===== config.mk =====
export PLATFORM = sky130hd
export DESIGN_NAME = pfpg_top
export DESIGN_NICKNAME = d
export VERILOG_FILES = /design/src/core/pfpg_pkg.sv /design/src/core/pfpg_top.sv /design/src/core/pfpg_range_check.sv
export SDC_FILE = /design/constraint.sdc
export NUM_CORES = 1
export LEC_CHECK = 0
export ABC_AREA = 1
export BUFFER_PORTS_ARGS = -buffer_cell sky130_fd_sc_hd__buf_2
export CORE_ASPECT_RATIO = 1.25
export CORE_MARGIN = 3
export CORE_UTILIZATION = 50
export DETAILED_ROUTE_END_ITERATION = 8
export PLACE_DENSITY = 0.81
export SLEW_MARGIN = 20
export SYNTH_ARGS = -nofsm -noshare
export SYNTH_HDL_FRONTEND = slang
export SYNTH_SLANG_ARGS = --single-unit

===== constraint.sdc =====
create_clock -name pclk -period 6.6 [get_ports pclk]
set_input_delay 1.32 -clock pclk [delete_from_list [all_inputs] [get_ports pclk]]
set_output_delay 1.32 -clock pclk [all_outputs]
set_load 0.02 [all_outputs]

===== src/core/pfpg_pkg.sv =====
package pfpg_pkg;

  // APB register byte offsets.
  localparam logic [7:0] PROT_OFFSET = 8'h00;
  localparam logic [7:0] STATUS_OFFSET = 8'h04;
  localparam logic [7:0] COMMAND_OFFSET = 8'h08;
  localparam logic [7:0] RESULT_OFFSET = 8'h0c;

  // Field positions.
  localparam int POLARITY_BIT = 7;
  localparam int RESERVED_NV_BIT = 6;
  localparam int HIGH_DISABLE_BIT = 5;
  localparam int LOW_DISABLE_BIT = 2;
  localparam int VIOLATION_BIT = 4;
  localparam int CMD_OP_LSB = 24;
  localparam int RESULT_LOADED_BIT = 8;
  localparam int RESULT_LOAD_FAULT_BIT = 9;

  // Protection byte location and program-flash address map.
  localparam logic [22:0] PROT_BYTE_ADDR = 23'h7f_ff0c;
  localparam logic [22:0] PFLASH_TOP = 23'h7f_ffff;
  localparam logic [22:0] LOW_RANGE_BASE = 23'h7f_8000;
  localparam logic [22:0] HIGH_SIZE_2K = 23'h00_0800;
  localparam logic [22:0] LOW_SIZE_1K = 23'h00_0400;

  // Value held before the byte is loaded and after a double bit fault: fully protected.
  localparam logic [7:0] PROT_FULL_VALUE = 8'h7f;
  localparam logic [7:0] PROT_FAULT_MASK = 8'h80;

  // Allowed target scenarios, one row per current scenario, bit n set allows scenario n.
  localparam logic [7:0] TRANSITION_ROW [8] = '{
    8'h0f, 8'h0a, 8'h0c, 8'h08, 8'h18, 8'h3c, 8'h5a, 8'hff
  };

  // Scenario number for each {polarity, high disable, low disable} code.
  localparam logic [2:0] SCENARIO_OF_CODE [8] = '{
    3'h0, 3'h1, 3'h2, 3'h3, 3'h4, 3'h5, 3'h6, 3'h7
  };

  typedef struct packed {
    logic polarity;
    logic reserved_nv;
    logic high_range_disable;
    logic [1:0] high_range_size;
    logic low_range_disable;
    logic [1:0] low_range_size;
  } pfpg_prot_s;

  typedef enum logic [1:0] {
    OP_PROGRAM = 2'h0,
    OP_SECTOR_ERASE = 2'h1,
    OP_BLOCK_ERASE = 2'h2,
    OP_ILLEGAL = 2'h3
  } pfpg_op_e;

  typedef struct packed {
    pfpg_op_e op;
    logic [22:0] addr;
  } pfpg_cmd_s;

  typedef enum logic [1:0] {
    RES_NONE = 2'h0,
    RES_LAUNCHED = 2'h1,
    RES_PROTECTED = 2'h2,
    RES_BLOCKED = 2'h3
  } pfpg_result_e;

  typedef enum logic [1:0] {
    ST_LOAD = 2'b01,
    ST_RUN = 2'b10
  } pfpg_state_e;

endpackage


===== src/core/pfpg_top.sv =====
`timescale 1ns/10ps
module pfpg_top (
  // Clock and reset.
  input wire logic pclk,
  input wire logic presetn,
  // APB slave.
  input wire logic psel,
  input wire logic penable,
  input wire logic pwrite,
  input wire logic [7:0] paddr,
  input wire logic [31:0] pwdata,
  output logic [31:0] prdata,
  output logic pready,
  output logic pslverr,
  // Protection byte fetch from the flash array during the reset sequence.
  output logic load_req,
  output logic [22:0] load_addr,
  input wire logic load_valid,
  input wire logic [7:0] load_byte,
  input wire logic load_dbfault,
  // Command launch toward the flash controller.
  output logic cmd_go,
  output pfpg_pkg::pfpg_cmd_s cmd,
  // Protection state for the rest of the module.
  output pfpg_pkg::pfpg_prot_s prot_state,
  output logic violation
);

  pfpg_pkg::pfpg_state_e state_r;
  pfpg_pkg::pfpg_prot_s prot_r;
  logic violation_r;
  logic load_fault_r;
  pfpg_pkg::pfpg_result_e result_r;
  logic [31:0] prdata_r;
  logic pready_r;
  logic pslverr_r;
  logic cmd_go_r;
  pfpg_pkg::pfpg_cmd_s cmd_r;
  logic load_req_r;

  logic access;
  logic commit;
  logic mapped;
  logic wr_prot;
  logic wr_status;
  logic wr_cmd;
  pfpg_pkg::pfpg_prot_s prot_nxt;
  pfpg_pkg::pfpg_cmd_s cmd_nxt;
  logic [2:0] scen_cur;
  logic [2:0] scen_new;
  logic [7:0] allowed_row;
  logic move_ok;
  logic addr_protected;
  logic block_protected;
  logic cmd_refused_prot;
  logic [31:0] read_word;

  // APB decode. The access phase takes one wait state so that read data comes from a flop.
  assign access = psel && penable;
  assign commit = access && pready_r;
  assign mapped = (paddr == pfpg_pkg::PROT_OFFSET) ||
                  (paddr == pfpg_pkg::STATUS_OFFSET) ||
                  (paddr == pfpg_pkg::COMMAND_OFFSET) ||
                  (paddr == pfpg_pkg::RESULT_OFFSET);
  assign wr_prot = commit && pwrite && (paddr == pfpg_pkg::PROT_OFFSET);
  assign wr_status = commit && pwrite && (paddr == pfpg_pkg::STATUS_OFFSET);
  assign wr_cmd = commit && pwrite && (paddr == pfpg_pkg::COMMAND_OFFSET);

  // Candidate register value built from the write data in the write cycle.
  always_comb begin
    prot_nxt.polarity = pwdata[pfpg_pkg::POLARITY_BIT];
    // The reserved bit holds what was loaded; software cannot change it.
    prot_nxt.reserved_nv = prot_r.reserved_nv;
    prot_nxt.high_range_disable = pwdata[pfpg_pkg::HIGH_DISABLE_BIT];
    prot_nxt.low_range_disable = pwdata[pfpg_pkg::LOW_DISABLE_BIT];
    if (prot_r.high_range_disable) begin
      prot_nxt.high_range_size = pwdata[4:3];
    end else begin
      prot_nxt.high_range_size = prot_r.high_range_size;
    end
    if (prot_r.low_range_disable) begin
      prot_nxt.low_range_size = pwdata[1:0];
    end else begin
      prot_nxt.low_range_size = prot_r.low_range_size;
    end
  end

  // Scenario numbers come from a table, so the mapping can be changed without touching logic.
  assign scen_cur = pfpg_pkg::SCENARIO_OF_CODE[{prot_r.polarity,
                                                 prot_r.high_range_disable,
                                                 prot_r.low_range_disable}];
  assign scen_new = pfpg_pkg::SCENARIO_OF_CODE[{prot_nxt.polarity,
                                                 prot_nxt.high_range_disable,
                                                 prot_nxt.low_range_disable}];
  assign allowed_row = pfpg_pkg::TRANSITION_ROW[scen_cur];
  assign move_ok = allowed_row[scen_new];

  // Command word fields.
  assign cmd_nxt.addr = pwdata[22:0];
  assign cmd_nxt.op = pfpg_pkg::pfpg_op_e'(pwdata[pfpg_pkg::CMD_OP_LSB +: 2]);

  pfpg_range_check u_range_check (
    .prot(prot_r),
    .addr(cmd_nxt.addr),
    .addr_protected(addr_protected),
    .block_protected(block_protected)
  );

  // A block erase looks at the whole block; program and sector erase at the target address.
  always_comb begin
    case (cmd_nxt.op)
      pfpg_pkg::OP_PROGRAM: cmd_refused_prot = addr_protected;
      pfpg_pkg::OP_SECTOR_ERASE: cmd_refused_prot = addr_protected;
      pfpg_pkg::OP_BLOCK_ERASE: cmd_refused_prot = block_protected;
      default: cmd_refused_prot = 1'b0;
    endcase
  end

  // Reset-sequence fetch of the protection byte.
  always_ff @(posedge pclk or negedge presetn) begin
    if (!presetn) begin
      state_r <= pfpg_pkg::ST_LOAD;
      load_req_r <= 1'b0;
      load_fault_r <= 1'b0;
    end else begin
      case (state_r)
        pfpg_pkg::ST_LOAD: begin
          load_req_r <= !load_valid;
          if (load_valid) begin
            state_r <= pfpg_pkg::ST_RUN;
            load_fault_r <= load_dbfault;
          end
        end
        pfpg_pkg::ST_RUN: begin
          load_req_r <= 1'b0;
        end
        default: begin
          state_r <= pfpg_pkg::ST_LOAD;
          load_req_r <= 1'b0;
        end
      endcase
    end
  end

  // Protection register. Until the byte arrives it holds the fully protected value.
  always_ff @(posedge pclk or negedge presetn) begin
    if (!presetn) begin
      prot_r <= pfpg_pkg::PROT_FULL_VALUE;
    end else if (state_r == pfpg_pkg::ST_LOAD) begin
      if (load_valid && load_dbfault) begin
        prot_r <= ~pfpg_pkg::PROT_FAULT_MASK;
      end else if (load_valid) begin
        prot_r <= load_byte;
      end
    end else if (wr_prot && move_ok) begin
      // A disallowed move leaves every bit untouched, size fields included.
      prot_r <= prot_nxt;
    end
  end

  // Violation flag. A new violation beats a clear written in the same cycle.
  always_ff @(posedge pclk or negedge presetn) begin
    if (!presetn) begin
      violation_r <= 1'b0;
    end else if (wr_cmd && !violation_r && (state_r == pfpg_pkg::ST_RUN)
                 && cmd_refused_prot) begin
      violation_r <= 1'b1;
    end else if (wr_status && pwdata[pfpg_pkg::VIOLATION_BIT]) begin
      violation_r <= 1'b0;
    end
  end

  // Command launch. Commands are refused while the fetch is pending or the flag is up.
  always_ff @(posedge pclk or negedge presetn) begin
    if (!presetn) begin
      cmd_go_r <= 1'b0;
      cmd_r <= '0;
      result_r <= pfpg_pkg::RES_NONE;
    end else begin
      cmd_go_r <= 1'b0;
      if (wr_cmd) begin
        if (violation_r || (state_r != pfpg_pkg::ST_RUN)) begin
          result_r <= pfpg_pkg::RES_BLOCKED;
        end else if (cmd_refused_prot) begin
          result_r <= pfpg_pkg::RES_PROTECTED;
        end else if (cmd_nxt.op == pfpg_pkg::OP_ILLEGAL) begin
          result_r <= pfpg_pkg::RES_BLOCKED;
        end else begin
          cmd_go_r <= 1'b1;
          cmd_r <= cmd_nxt;
          result_r <= pfpg_pkg::RES_LAUNCHED;
        end
      end
    end
  end

  // Read mux.
  always_comb begin
    read_word = 32'h0000_0000;
    case (paddr)
      pfpg_pkg::PROT_OFFSET: read_word[7:0] = prot_r;
      pfpg_pkg::STATUS_OFFSET: read_word[pfpg_pkg::VIOLATION_BIT] = violation_r;
      pfpg_pkg::COMMAND_OFFSET: read_word = {6'h00, cmd_r.op, 1'b0, cmd_r.addr};
      pfpg_pkg::RESULT_OFFSET: begin
        read_word[1:0] = result_r;
        read_word[pfpg_pkg::RESULT_LOADED_BIT] = (state_r == pfpg_pkg::ST_RUN);
        read_word[pfpg_pkg::RESULT_LOAD_FAULT_BIT] = load_fault_r;
      end
      default: read_word = 32'h0000_0000;
    endcase
  end

  // APB answer: pready for one cycle after one wait state, error on unmapped address.
  always_ff @(posedge pclk or negedge presetn) begin
    if (!presetn) begin
      pready_r <= 1'b0;
      pslverr_r <= 1'b0;
      prdata_r <= 32'h0000_0000;
    end else if (access && !pready_r) begin
      pready_r <= 1'b1;
      pslverr_r <= !mapped;
      prdata_r <= pwrite ? 32'h0000_0000 : read_word;
    end else begin
      pready_r <= 1'b0;
      pslverr_r <= 1'b0;
    end
  end

  assign prdata = prdata_r;
  assign pready = pready_r;
  assign pslverr = pslverr_r;
  assign load_req = load_req_r;
  assign load_addr = pfpg_pkg::PROT_BYTE_ADDR;
  assign cmd_go = cmd_go_r;
  assign cmd = cmd_r;
  assign prot_state = prot_r;
  assign violation = violation_r;

endmodule // pfpg_top


===== src/core/pfpg_range_check.sv =====
`timescale 1ns/10ps
module pfpg_range_check (
  // Protection setting in force.
  input wire pfpg_pkg::pfpg_prot_s prot,
  // Target address of the command.
  input wire logic [22:0] addr,
  // Verdicts.
  output logic addr_protected,
  output logic block_protected
);

  logic [22:0] high_size;
  logic [22:0] low_size;
  logic [22:0] high_start;
  logic [22:0] low_end;
  logic in_high;
  logic in_low;
  logic hit;

  // Each size code doubles the range.
  assign high_size = pfpg_pkg::HIGH_SIZE_2K << prot.high_range_size;
  assign low_size = pfpg_pkg::LOW_SIZE_1K << prot.low_range_size;
  assign high_start = pfpg_pkg::PFLASH_TOP - high_size + 23'h00_0001;
  assign low_end = pfpg_pkg::LOW_RANGE_BASE + low_size;

  assign in_high = (addr >= high_start) && !prot.high_range_disable;
  assign in_low = (addr >= pfpg_pkg::LOW_RANGE_BASE) && (addr < low_end)
                  && !prot.low_range_disable;
  assign hit = in_high | in_low;

  // Set polarity: enabled ranges are protected; clear: they are the only open areas.
  assign addr_protected = prot.polarity ? hit : !hit;

  // With clear polarity some sector is always protected, since no open range spans a block.
  assign block_protected = prot.polarity ?
                           (!prot.high_range_disable | !prot.low_range_disable) :
                           1'b1;

endmodule // pfpg_range_check


Word-level counts from Yosys, hierarchy flattened
Memories as Yosys holds them, arrays and structs flattened.
Index checks and enable logic that the tools add are counted.
{"block": "totals", "register_bits": 75, "rom_bits": 112, "in_bits": 55, "out_inout_bits": 93, "elab_cells": 132, "n_memories": 3}
{"block": "classes", "addsub": 3, "magnitude_cmp": 7, "n_eq_ne": 11, "shifts": 2, "muxes": 38, "n_bitwise": 9, "n_reduce_logical": 42}
{"memory": "(no name shown)", "depth": 8, "width": 8, "rd": 1, "rd_ports_with_merged_regs": 0, "write_ports": 0, "line": "pfpg_top.sv:95", "source": "assign allowed_row = pfpg_pkg::TRANSITION_ROW[scen_cur];"}
{"memory": "(no name shown)", "depth": 8, "width": 3, "rd": 1, "rd_ports_with_merged_regs": 0, "write_ports": 0, "line": "pfpg_top.sv:92", "source": "assign scen_new = pfpg_pkg::SCENARIO_OF_CODE[{prot_nxt.polarity,"}
{"memory": "(no name shown)", "depth": 8, "width": 3, "rd": 1, "rd_ports_with_merged_regs": 0, "write_ports": 0, "line": "pfpg_top.sv:89", "source": "assign scen_cur = pfpg_pkg::SCENARIO_OF_CODE[{prot_r.polarity,"}
{"op": "8-bit 2-to-1 mux", "n": 6}
{"op": "32-bit 2-to-1 mux", "n": 1}
{"op": "23-bit by 1-bit adder with 23-bit output (second input constant)", "n": 1}
{"op": "23-bit adder (first input constant)", "n": 1}
{"op": "23-bit >= comparator", "n": 1}
{"op": "23-bit >= comparator (second input constant)", "n": 1}
{"op": "23-bit less-than comparator", "n": 1}
{"op": "11-bit by 2-bit << shifter with 23-bit output (first input constant)", "n": 1}
{"op": "12-bit by 2-bit << shifter with 23-bit output (first input constant)", "n": 1}
{"op": "23-bit subtractor (first input constant)", "n": 1}
{"op": "8-bit by 4-bit equality test with 1-bit output (second input constant)", "n": 2}
{"op": "1-bit logical AND", "n": 16}
{"op": "16-bit 2-to-1 mux", "n": 1}
{"op": "4-bit >= comparator (second input constant)", "n": 3}
{"op": "1-bit 2-to-1 mux", "n": 12}
{"op": "2-bit 2-to-1 mux", "n": 6}
{"op": "3-bit 2-to-1 mux", "n": 4}
{"op": "3-bit NOT with 4-bit output", "n": 3}
{"op": "2-bit case mux with 2 select lines", "n": 3}
{"op": "2-bit nonzero test", "n": 5}
{"op": "8-bit by 3-bit equality test with 1-bit output (second input constant)", "n": 1}
{"op": "8-bit zero test", "n": 1}
{"op": "2-bit AND reduction", "n": 4}
{"op": "1-bit zero test", "n": 7}
{"op": "17 further kinds", "n": 29}

Depth between registers and ports, before layout
{"block": "depth", "ltp_word": 13, "depth_mapped": 22, "ltp_nobuf": 21}

Cells and area by module
Synthesis repeated with hierarchy kept, for this count alone.
{"block": "hier_totals", "hier_cells": 494, "hier_area_um2": 4091.4}
{"mod": "pfpg_top", "instances": 1, "cells_per_inst": 386, "area_each_um2": 3509.6}
{"mod": "pfpg_range_check", "instances": 1, "cells_per_inst": 108, "area_each_um2": 581.8}

Least setup slack after synthesis
Ideal clock, no wire load.
{"block": "synth_timing", "path_kind": "input port to flip-flop", "startpoint": "input pwdata[12]", "endpoint": "register cmd_r, in the netlist cmd[6]", "setup_ps": 117, "arrival_ps": 2770, "required_ps": 6483, "setup_slack_ps": 3713, "path_stages": 18, "path_cell_list": "ha_1 nand2_1 nand3_1 nand2_1 nand2_1 nand2_1 nand2_1 a21oi_1 nand2_1 nand2_1 nand2_1 nand2_1 nand3_2 nand2_4 nand2_4 buf_8 nand2_2 nand2_1"}
{"block": "synth_between", "elab_chain_len": 9, "elab_cells_between_ends": 12, "cone_classes": "order compare: 3; mux: 2; bitwise: 2; reduce/logical: 5"}
{"item": "start: declaration", "line": "pfpg_top.sv:11", "source": "input wire logic [31:0] pwdata,"}
{"item": "23-bit >= comparator / 23-bit less-than comparator (equally long branches)", "line": "pfpg_range_check.sv:27", "source": "assign in_low = (addr >= pfpg_pkg::LOW_RANGE_BASE) && (addr < low_end)"}
{"item": "1-bit logical AND", "line": "pfpg_range_check.sv:27"}
{"item": "1-bit logical AND", "line": "pfpg_range_check.sv:28", "source": "&& !prot.low_range_disable;"}
{"item": "1-bit bitwise OR *", "line": "pfpg_range_check.sv:29", "source": "assign hit = in_high | in_low;"}
{"item": "1-bit zero test", "line": "pfpg_range_check.sv:32", "source": "assign addr_protected = prot.polarity ? hit : !hit;"}
{"item": "1-bit 2-to-1 mux *", "line": "pfpg_range_check.sv:32"}
{"item": "1-bit case mux with 2 select lines *", "line": "pfpg_top.sv:111", "source": "case (cmd_nxt.op)"}
{"item": "1-bit NOT (no line) *"}
{"item": "4-bit AND reduction (no line) *"}
{"item": "end signal: assignment", "line": "pfpg_top.sv:190", "source": "cmd_r <= cmd_nxt;"}
{"item": "end: declaration", "line": "pfpg_top.sv:38", "source": "pfpg_pkg::pfpg_cmd_s cmd_r;"}
Every way passes the cells marked *; elsewhere a longest branch is shown, timed or not.
A chain may end at the register's enable or synchronous reset.

Worst setup path after layout
{"block": "layout_timing", "startpoint": "input paddr[1]", "endpoint": "register cmd_r, in the netlist cmd[22]"}
{"block": "layout_between", "elab_chain_len": 3}
{"item": "start: declaration", "line": "pfpg_top.sv:10", "source": "input wire logic [7:0] paddr,"}
{"item": "8-bit by 4-bit equality test with 1-bit output", "line": "pfpg_top.sv:67", "source": "assign wr_cmd = commit && pwrite && (paddr == pfpg_pkg::COMMAND_OFFSET);"}
{"item": "1-bit logical AND", "line": "pfpg_top.sv:67"}
{"item": "4-bit AND reduction (no line)"}
No other way between the ends.

==> impl_metrics.yaml <==
worst_setup_path:
  worst-setup-path-type: "in -> reg"
  regToRegSetupSlack_ns: 3.52
  crit_path_frequent_cell: "sky130_fd_sc_hd__nand2_1"
  worst_path_largest_cell_delay_ns: 0.72
  arrival_ns: 3.86
  critical_path.reg2reg.startpoint: "prot_state[4]$_DFFE_PN1P_"
  critical_path.reg2reg.endpoint: "cmd[22]$_DFFE_PN0P_"
  cpMaxStageDelayCell: "sky130_fd_sc_hd__nor3_4"
  r2r_cells: 21
  setup.worst_path.start_class: "primary input"
  critical_path.endpoint: "cmd[22]$_DFFE_PN0P_"
  cp_top_family: "simple AND/OR/NAND/NOR gates"
  critical_path_maximum_fanout: 26
  data_required_critical_path_ns: 6.83
  worst-path-stages: 11
  crit_chain: "buf_2 > nor2_2 > nand2_1 > nor3_4 > nand2_1 > inv_2 > nand2_2 > a21oi_4 > nand2_4 > nand2_1 > nand2_1"
  startpoint: "paddr[1]"
  critical_path_buf_inv_count: 2
  endpoint_kind: "flop"
detailed_routing:
  drt-pass1-iter-count: 5
  wl_per_cell_um: 14.95
  postRouteAntennaNets: 0
  total_drc_errors_in_the_routed_layout: 0
  via_count: 3543
  totalWireLength_um: 10060
  drt_first_iter_violations: 218
  vias_per_cell: 5.264
die:
  die-width_um: 84.73
  die_height_um: 104.4
  effective_utilization_at_floorplan_pct: 52.03
  num_ports: 148
  core_region_area_mm2: 0.007445
  fp.dieArea_mm2: 0.008846
  num_rows: 35
sta:
  min_period_ns: 3.633
  final_critical_path_setup_slack_ns: 2.967
  maxClockFrequency_mhz: 275.3
  finalSetupViolations: 0
  worst_pin_slew_ns: 0.8475
  fin_tns_setup_ns: 0
  slew_headroom_pct: 43.32
  final.setup_skew_ns: 0.01060
  final_hold_viol_count: 0
  drv_slew: 0
  grt_setup_unrepaired: "no"
  fin_crit_sh_pct: 55.04
yosys:
  syn-cell-area_mm2: 0.003874
  ys_seq_elements: 68
  postSynth.asyncResetShare_pct: 100.0
  netlist.area_leader.share_pct: 38.76
  synth_area_leader_cell: "sky130_fd_sc_hd__dfrtp_1"
  yosysWarnings: 0
  synth_enable_flop_cells: 0
  syn_area_per_cell_um2: 8.295
  dominantRegCellSynth: "sky130_fd_sc_hd__dfrtp_1"
  yosysSeqAreaShare_pct: 44.19
  synthDistinctLibCells: 35
  synth_area_leaders: "sky130_fd_sc_hd__dfrtp_1 (39%), sky130_fd_sc_hd__nand2_1 (11%), sky130_fd_sc_hd__buf_4 (6.0%)"
  cell_count_after_synthesis: 467
grt:
  wire_length_of_the_first_global_routing_pass_um: 16920
  grt_remaining_overflow: 0
  grt_start_max_net_pins: 69
  initial_antenna_violation_count: 0
  grt_util_all_layers_pct: 23.64
  number_of_global_route_vias_before_repair: 3514
power:
  p_leak_nw: 2.645
  p_total_uw: 846.2
  power.ir.vdd_worst_uv: 127.3
  areal_power_density_over_the_cells_mw_per_mm2: 185.4
cts:
  clock_tree.root_cell: "sky130_fd_sc_hd__clkbuf_8"
  clock-sinks: 68
  cts_setup_buffers: 0
  clock_tree_from_tritoncts: "done"
  clock_latency_ns: 0.34
  cts_hold_buf: 0
  ctsHtreeMaxLevel: 3
  maximum_root_to_sink_buffer_count: 2
  postCtsResizedCells: 0
  cts-buffers-inserted: 9
  clk_transition_reported_paths_ns: 0.08
finish:
  n_antenna_cell: 0
  final_net_count: 647
  layout-area-overhead-vs-synth_pct: 17.83
  layout-drive-gt1-share_pct: 28.23
placement:
  post-dp-hpwl_um: 7890
  globalplace.congestion: 0.8990
  place_worst_setup_slack_ns: 2.616
  placement.io_buffers: 110
hold_path:
  worst_hold_path_type: "reg -> reg"
outcome:
  outcome: "completed"
job:
  cap_viol_max_count: 0
-- cells in the mapped netlist, types with 2 or more instances --
| cell type | count |
|---|---|
| sky130_fd_sc_hd__a21oi_1 | 9 |
| sky130_fd_sc_hd__a32o_1 | 16 |
| sky130_fd_sc_hd__buf_2 | 3 |
| sky130_fd_sc_hd__buf_4 | 31 |
| sky130_fd_sc_hd__clkbuf_1 | 8 |
| sky130_fd_sc_hd__conb_1 | 2 |
| sky130_fd_sc_hd__dfrtp_1 | 60 |
| sky130_fd_sc_hd__dfstp_2 | 8 |
| sky130_fd_sc_hd__ha_1 | 16 |
| sky130_fd_sc_hd__inv_1 | 44 |
| sky130_fd_sc_hd__inv_2 | 4 |
| sky130_fd_sc_hd__nand2_1 | 114 |
| sky130_fd_sc_hd__nand2_2 | 15 |
| sky130_fd_sc_hd__nand2_4 | 2 |
| sky130_fd_sc_hd__nand3_1 | 44 |
| sky130_fd_sc_hd__nand4_1 | 4 |
| sky130_fd_sc_hd__nor2_1 | 32 |
| sky130_fd_sc_hd__nor3_1 | 5 |
| sky130_fd_sc_hd__o211ai_1 | 9 |
| sky130_fd_sc_hd__o21ai_0 | 23 |
| sky130_fd_sc_hd__o21bai_1 | 3 |
| sky130_fd_sc_hd__o31ai_1 | 2 |
-- kinds of logic after synthesis --
family | after synthesis | synth area share, %
buffers and inverters | 92 | 12.50
adders and majority gates | 16 | 5.168
DFF | 68 | 44.19
other | 2 | 0.1939
AOI/OAI and AO/OA | 67 | 12.27
and+or+nand+nor | 222 | 25.68
-- worst min-delay path by stage --
stage          depth (start not counted)               startpoint                 endpoint  slack (ns)
4_1_cts                                1         pready$_DFF_PN0_         pready$_DFF_PN0_        0.46
6_report                               1         pready$_DFF_PN0_         pready$_DFF_PN0_        0.47
3_3_place_gp                           1         pready$_DFF_PN0_         pready$_DFF_PN0_        0.44
2_1_floorplan                          2  result_r[1]$_DFFE_PN0P_  result_r[1]$_DFFE_PN0P_        0.48
5_1_grt                                1         pready$_DFF_PN0_         pready$_DFF_PN0_        0.49
3_5_place_dp                           1         pready$_DFF_PN0_         pready$_DFF_PN0_        0.45
-- final cells by class --
type / count / area, um2
Fill cell: 667 / 2880
Inverter: 48 / 180.2
Timing Repair Buffer: 112 / 565.5
Multi-Input combinational cell: 337 / 1790
Clock inverter: 6 / 63.81
Clock buffer: 10 / 137.6
Sequential cell: 68 / 1712
Tap cell: 92 / 115.1
-- worst register-to-register path, cell delays in order, from the launching register on --
cell and delay [ns]:
sky130_fd_sc_hd__dfstp_2 0.60, sky130_fd_sc_hd__inv_2 0.09, sky130_fd_sc_hd__nand2_1 0.11, sky130_fd_sc_hd__ha_1 0.23, sky130_fd_sc_hd__inv_1 0.06, sky130_fd_sc_hd__ha_1 0.23
sky130_fd_sc_hd__nand2_1 0.09, sky130_fd_sc_hd__nand3_1 0.07, sky130_fd_sc_hd__nand2_1 0.06, sky130_fd_sc_hd__nand2_1 0.04, sky130_fd_sc_hd__nand2_1 0.05, sky130_fd_sc_hd__nand2_1 0.05
sky130_fd_sc_hd__a21oi_1 0.15, sky130_fd_sc_hd__nand2_1 0.10, sky130_fd_sc_hd__nand2_1 0.08, sky130_fd_sc_hd__nand2_1 0.05, sky130_fd_sc_hd__nand2_1 0.07, sky130_fd_sc_hd__nand3_2 0.09
sky130_fd_sc_hd__nand2_4 0.25, sky130_fd_sc_hd__nand2_4 0.28, sky130_fd_sc_hd__nand2_1 0.16, sky130_fd_sc_hd__nand2_1 0.06
-- power breakdown --
part / switching [mW] / total [mW] / internal (mW)
clock: 0.160 / 0.344 / 0.184
combinational: 0.0608 / 0.0828 / 0.0220
sequential: 0.00107 / 0.419 / 0.418
-- per-layer routing --
layer  GRT usage, %  share of wire, %
met5              0                 0
met4          9.842               2.9
met3          4.120               7.8
met2          40.31                51
met1          29.28                39
-- registers in the layout, indices dropped and copies added (netlist names) --
name	count
cmd	25
cmd_go	1
load_fault_r	1
load_req	1
prdata	25
pready	1
prot_state	8
pslverr	1
result_r	2
state_r	2
violation	1
-- cell usage in the layout (no fill, tap or decap), types with 2 or more instances in the layout --
cell type / netlist / final
sky130_fd_sc_hd__nor2_1: 32 / 32
sky130_fd_sc_hd__nor3_1: 5 / 5
sky130_fd_sc_hd__o211ai_1: 9 / 9
sky130_fd_sc_hd__buf_4: 31 / 2
sky130_fd_sc_hd__clkinvlp_4: 0 / 2
sky130_fd_sc_hd__o21bai_1: 3 / 3
sky130_fd_sc_hd__a21oi_1: 9 / 9
sky130_fd_sc_hd__nand2_2: 15 / 15
sky130_fd_sc_hd__inv_1: 44 / 44
sky130_fd_sc_hd__dfstp_2: 8 / 8
sky130_fd_sc_hd__clkbuf_8: 0 / 10
sky130_fd_sc_hd__nand2_1: 114 / 114
sky130_fd_sc_hd__o21ai_0: 23 / 23
sky130_fd_sc_hd__nand4_1: 4 / 4
sky130_fd_sc_hd__dfrtp_1: 60 / 60
sky130_fd_sc_hd__o31ai_1: 2 / 2
sky130_fd_sc_hd__clkinv_2: 0 / 2
sky130_fd_sc_hd__conb_1: 2 / 32
sky130_fd_sc_hd__ha_1: 16 / 16
sky130_fd_sc_hd__nand2_4: 2 / 2
sky130_fd_sc_hd__nand3_1: 44 / 44
sky130_fd_sc_hd__a32o_1: 16 / 16
sky130_fd_sc_hd__buf_2: 3 / 110
sky130_fd_sc_hd__inv_2: 4 / 4
-- metrics by stage --
step	area, um2	util (%)	std cells	hold WS (ns)
final	4564	61.31	673	0.4676
after global routing	4564	61.31	673	0.4891
after CTS	4564	61.31	673	0.4627
after detailed placement	4363	58.61	657	0.4534
after global placement	4363	58.61	657	0.4393
after floorplan	3986	-	497	0.4792
No activity file was read; power rests on OpenSTA's default activity.
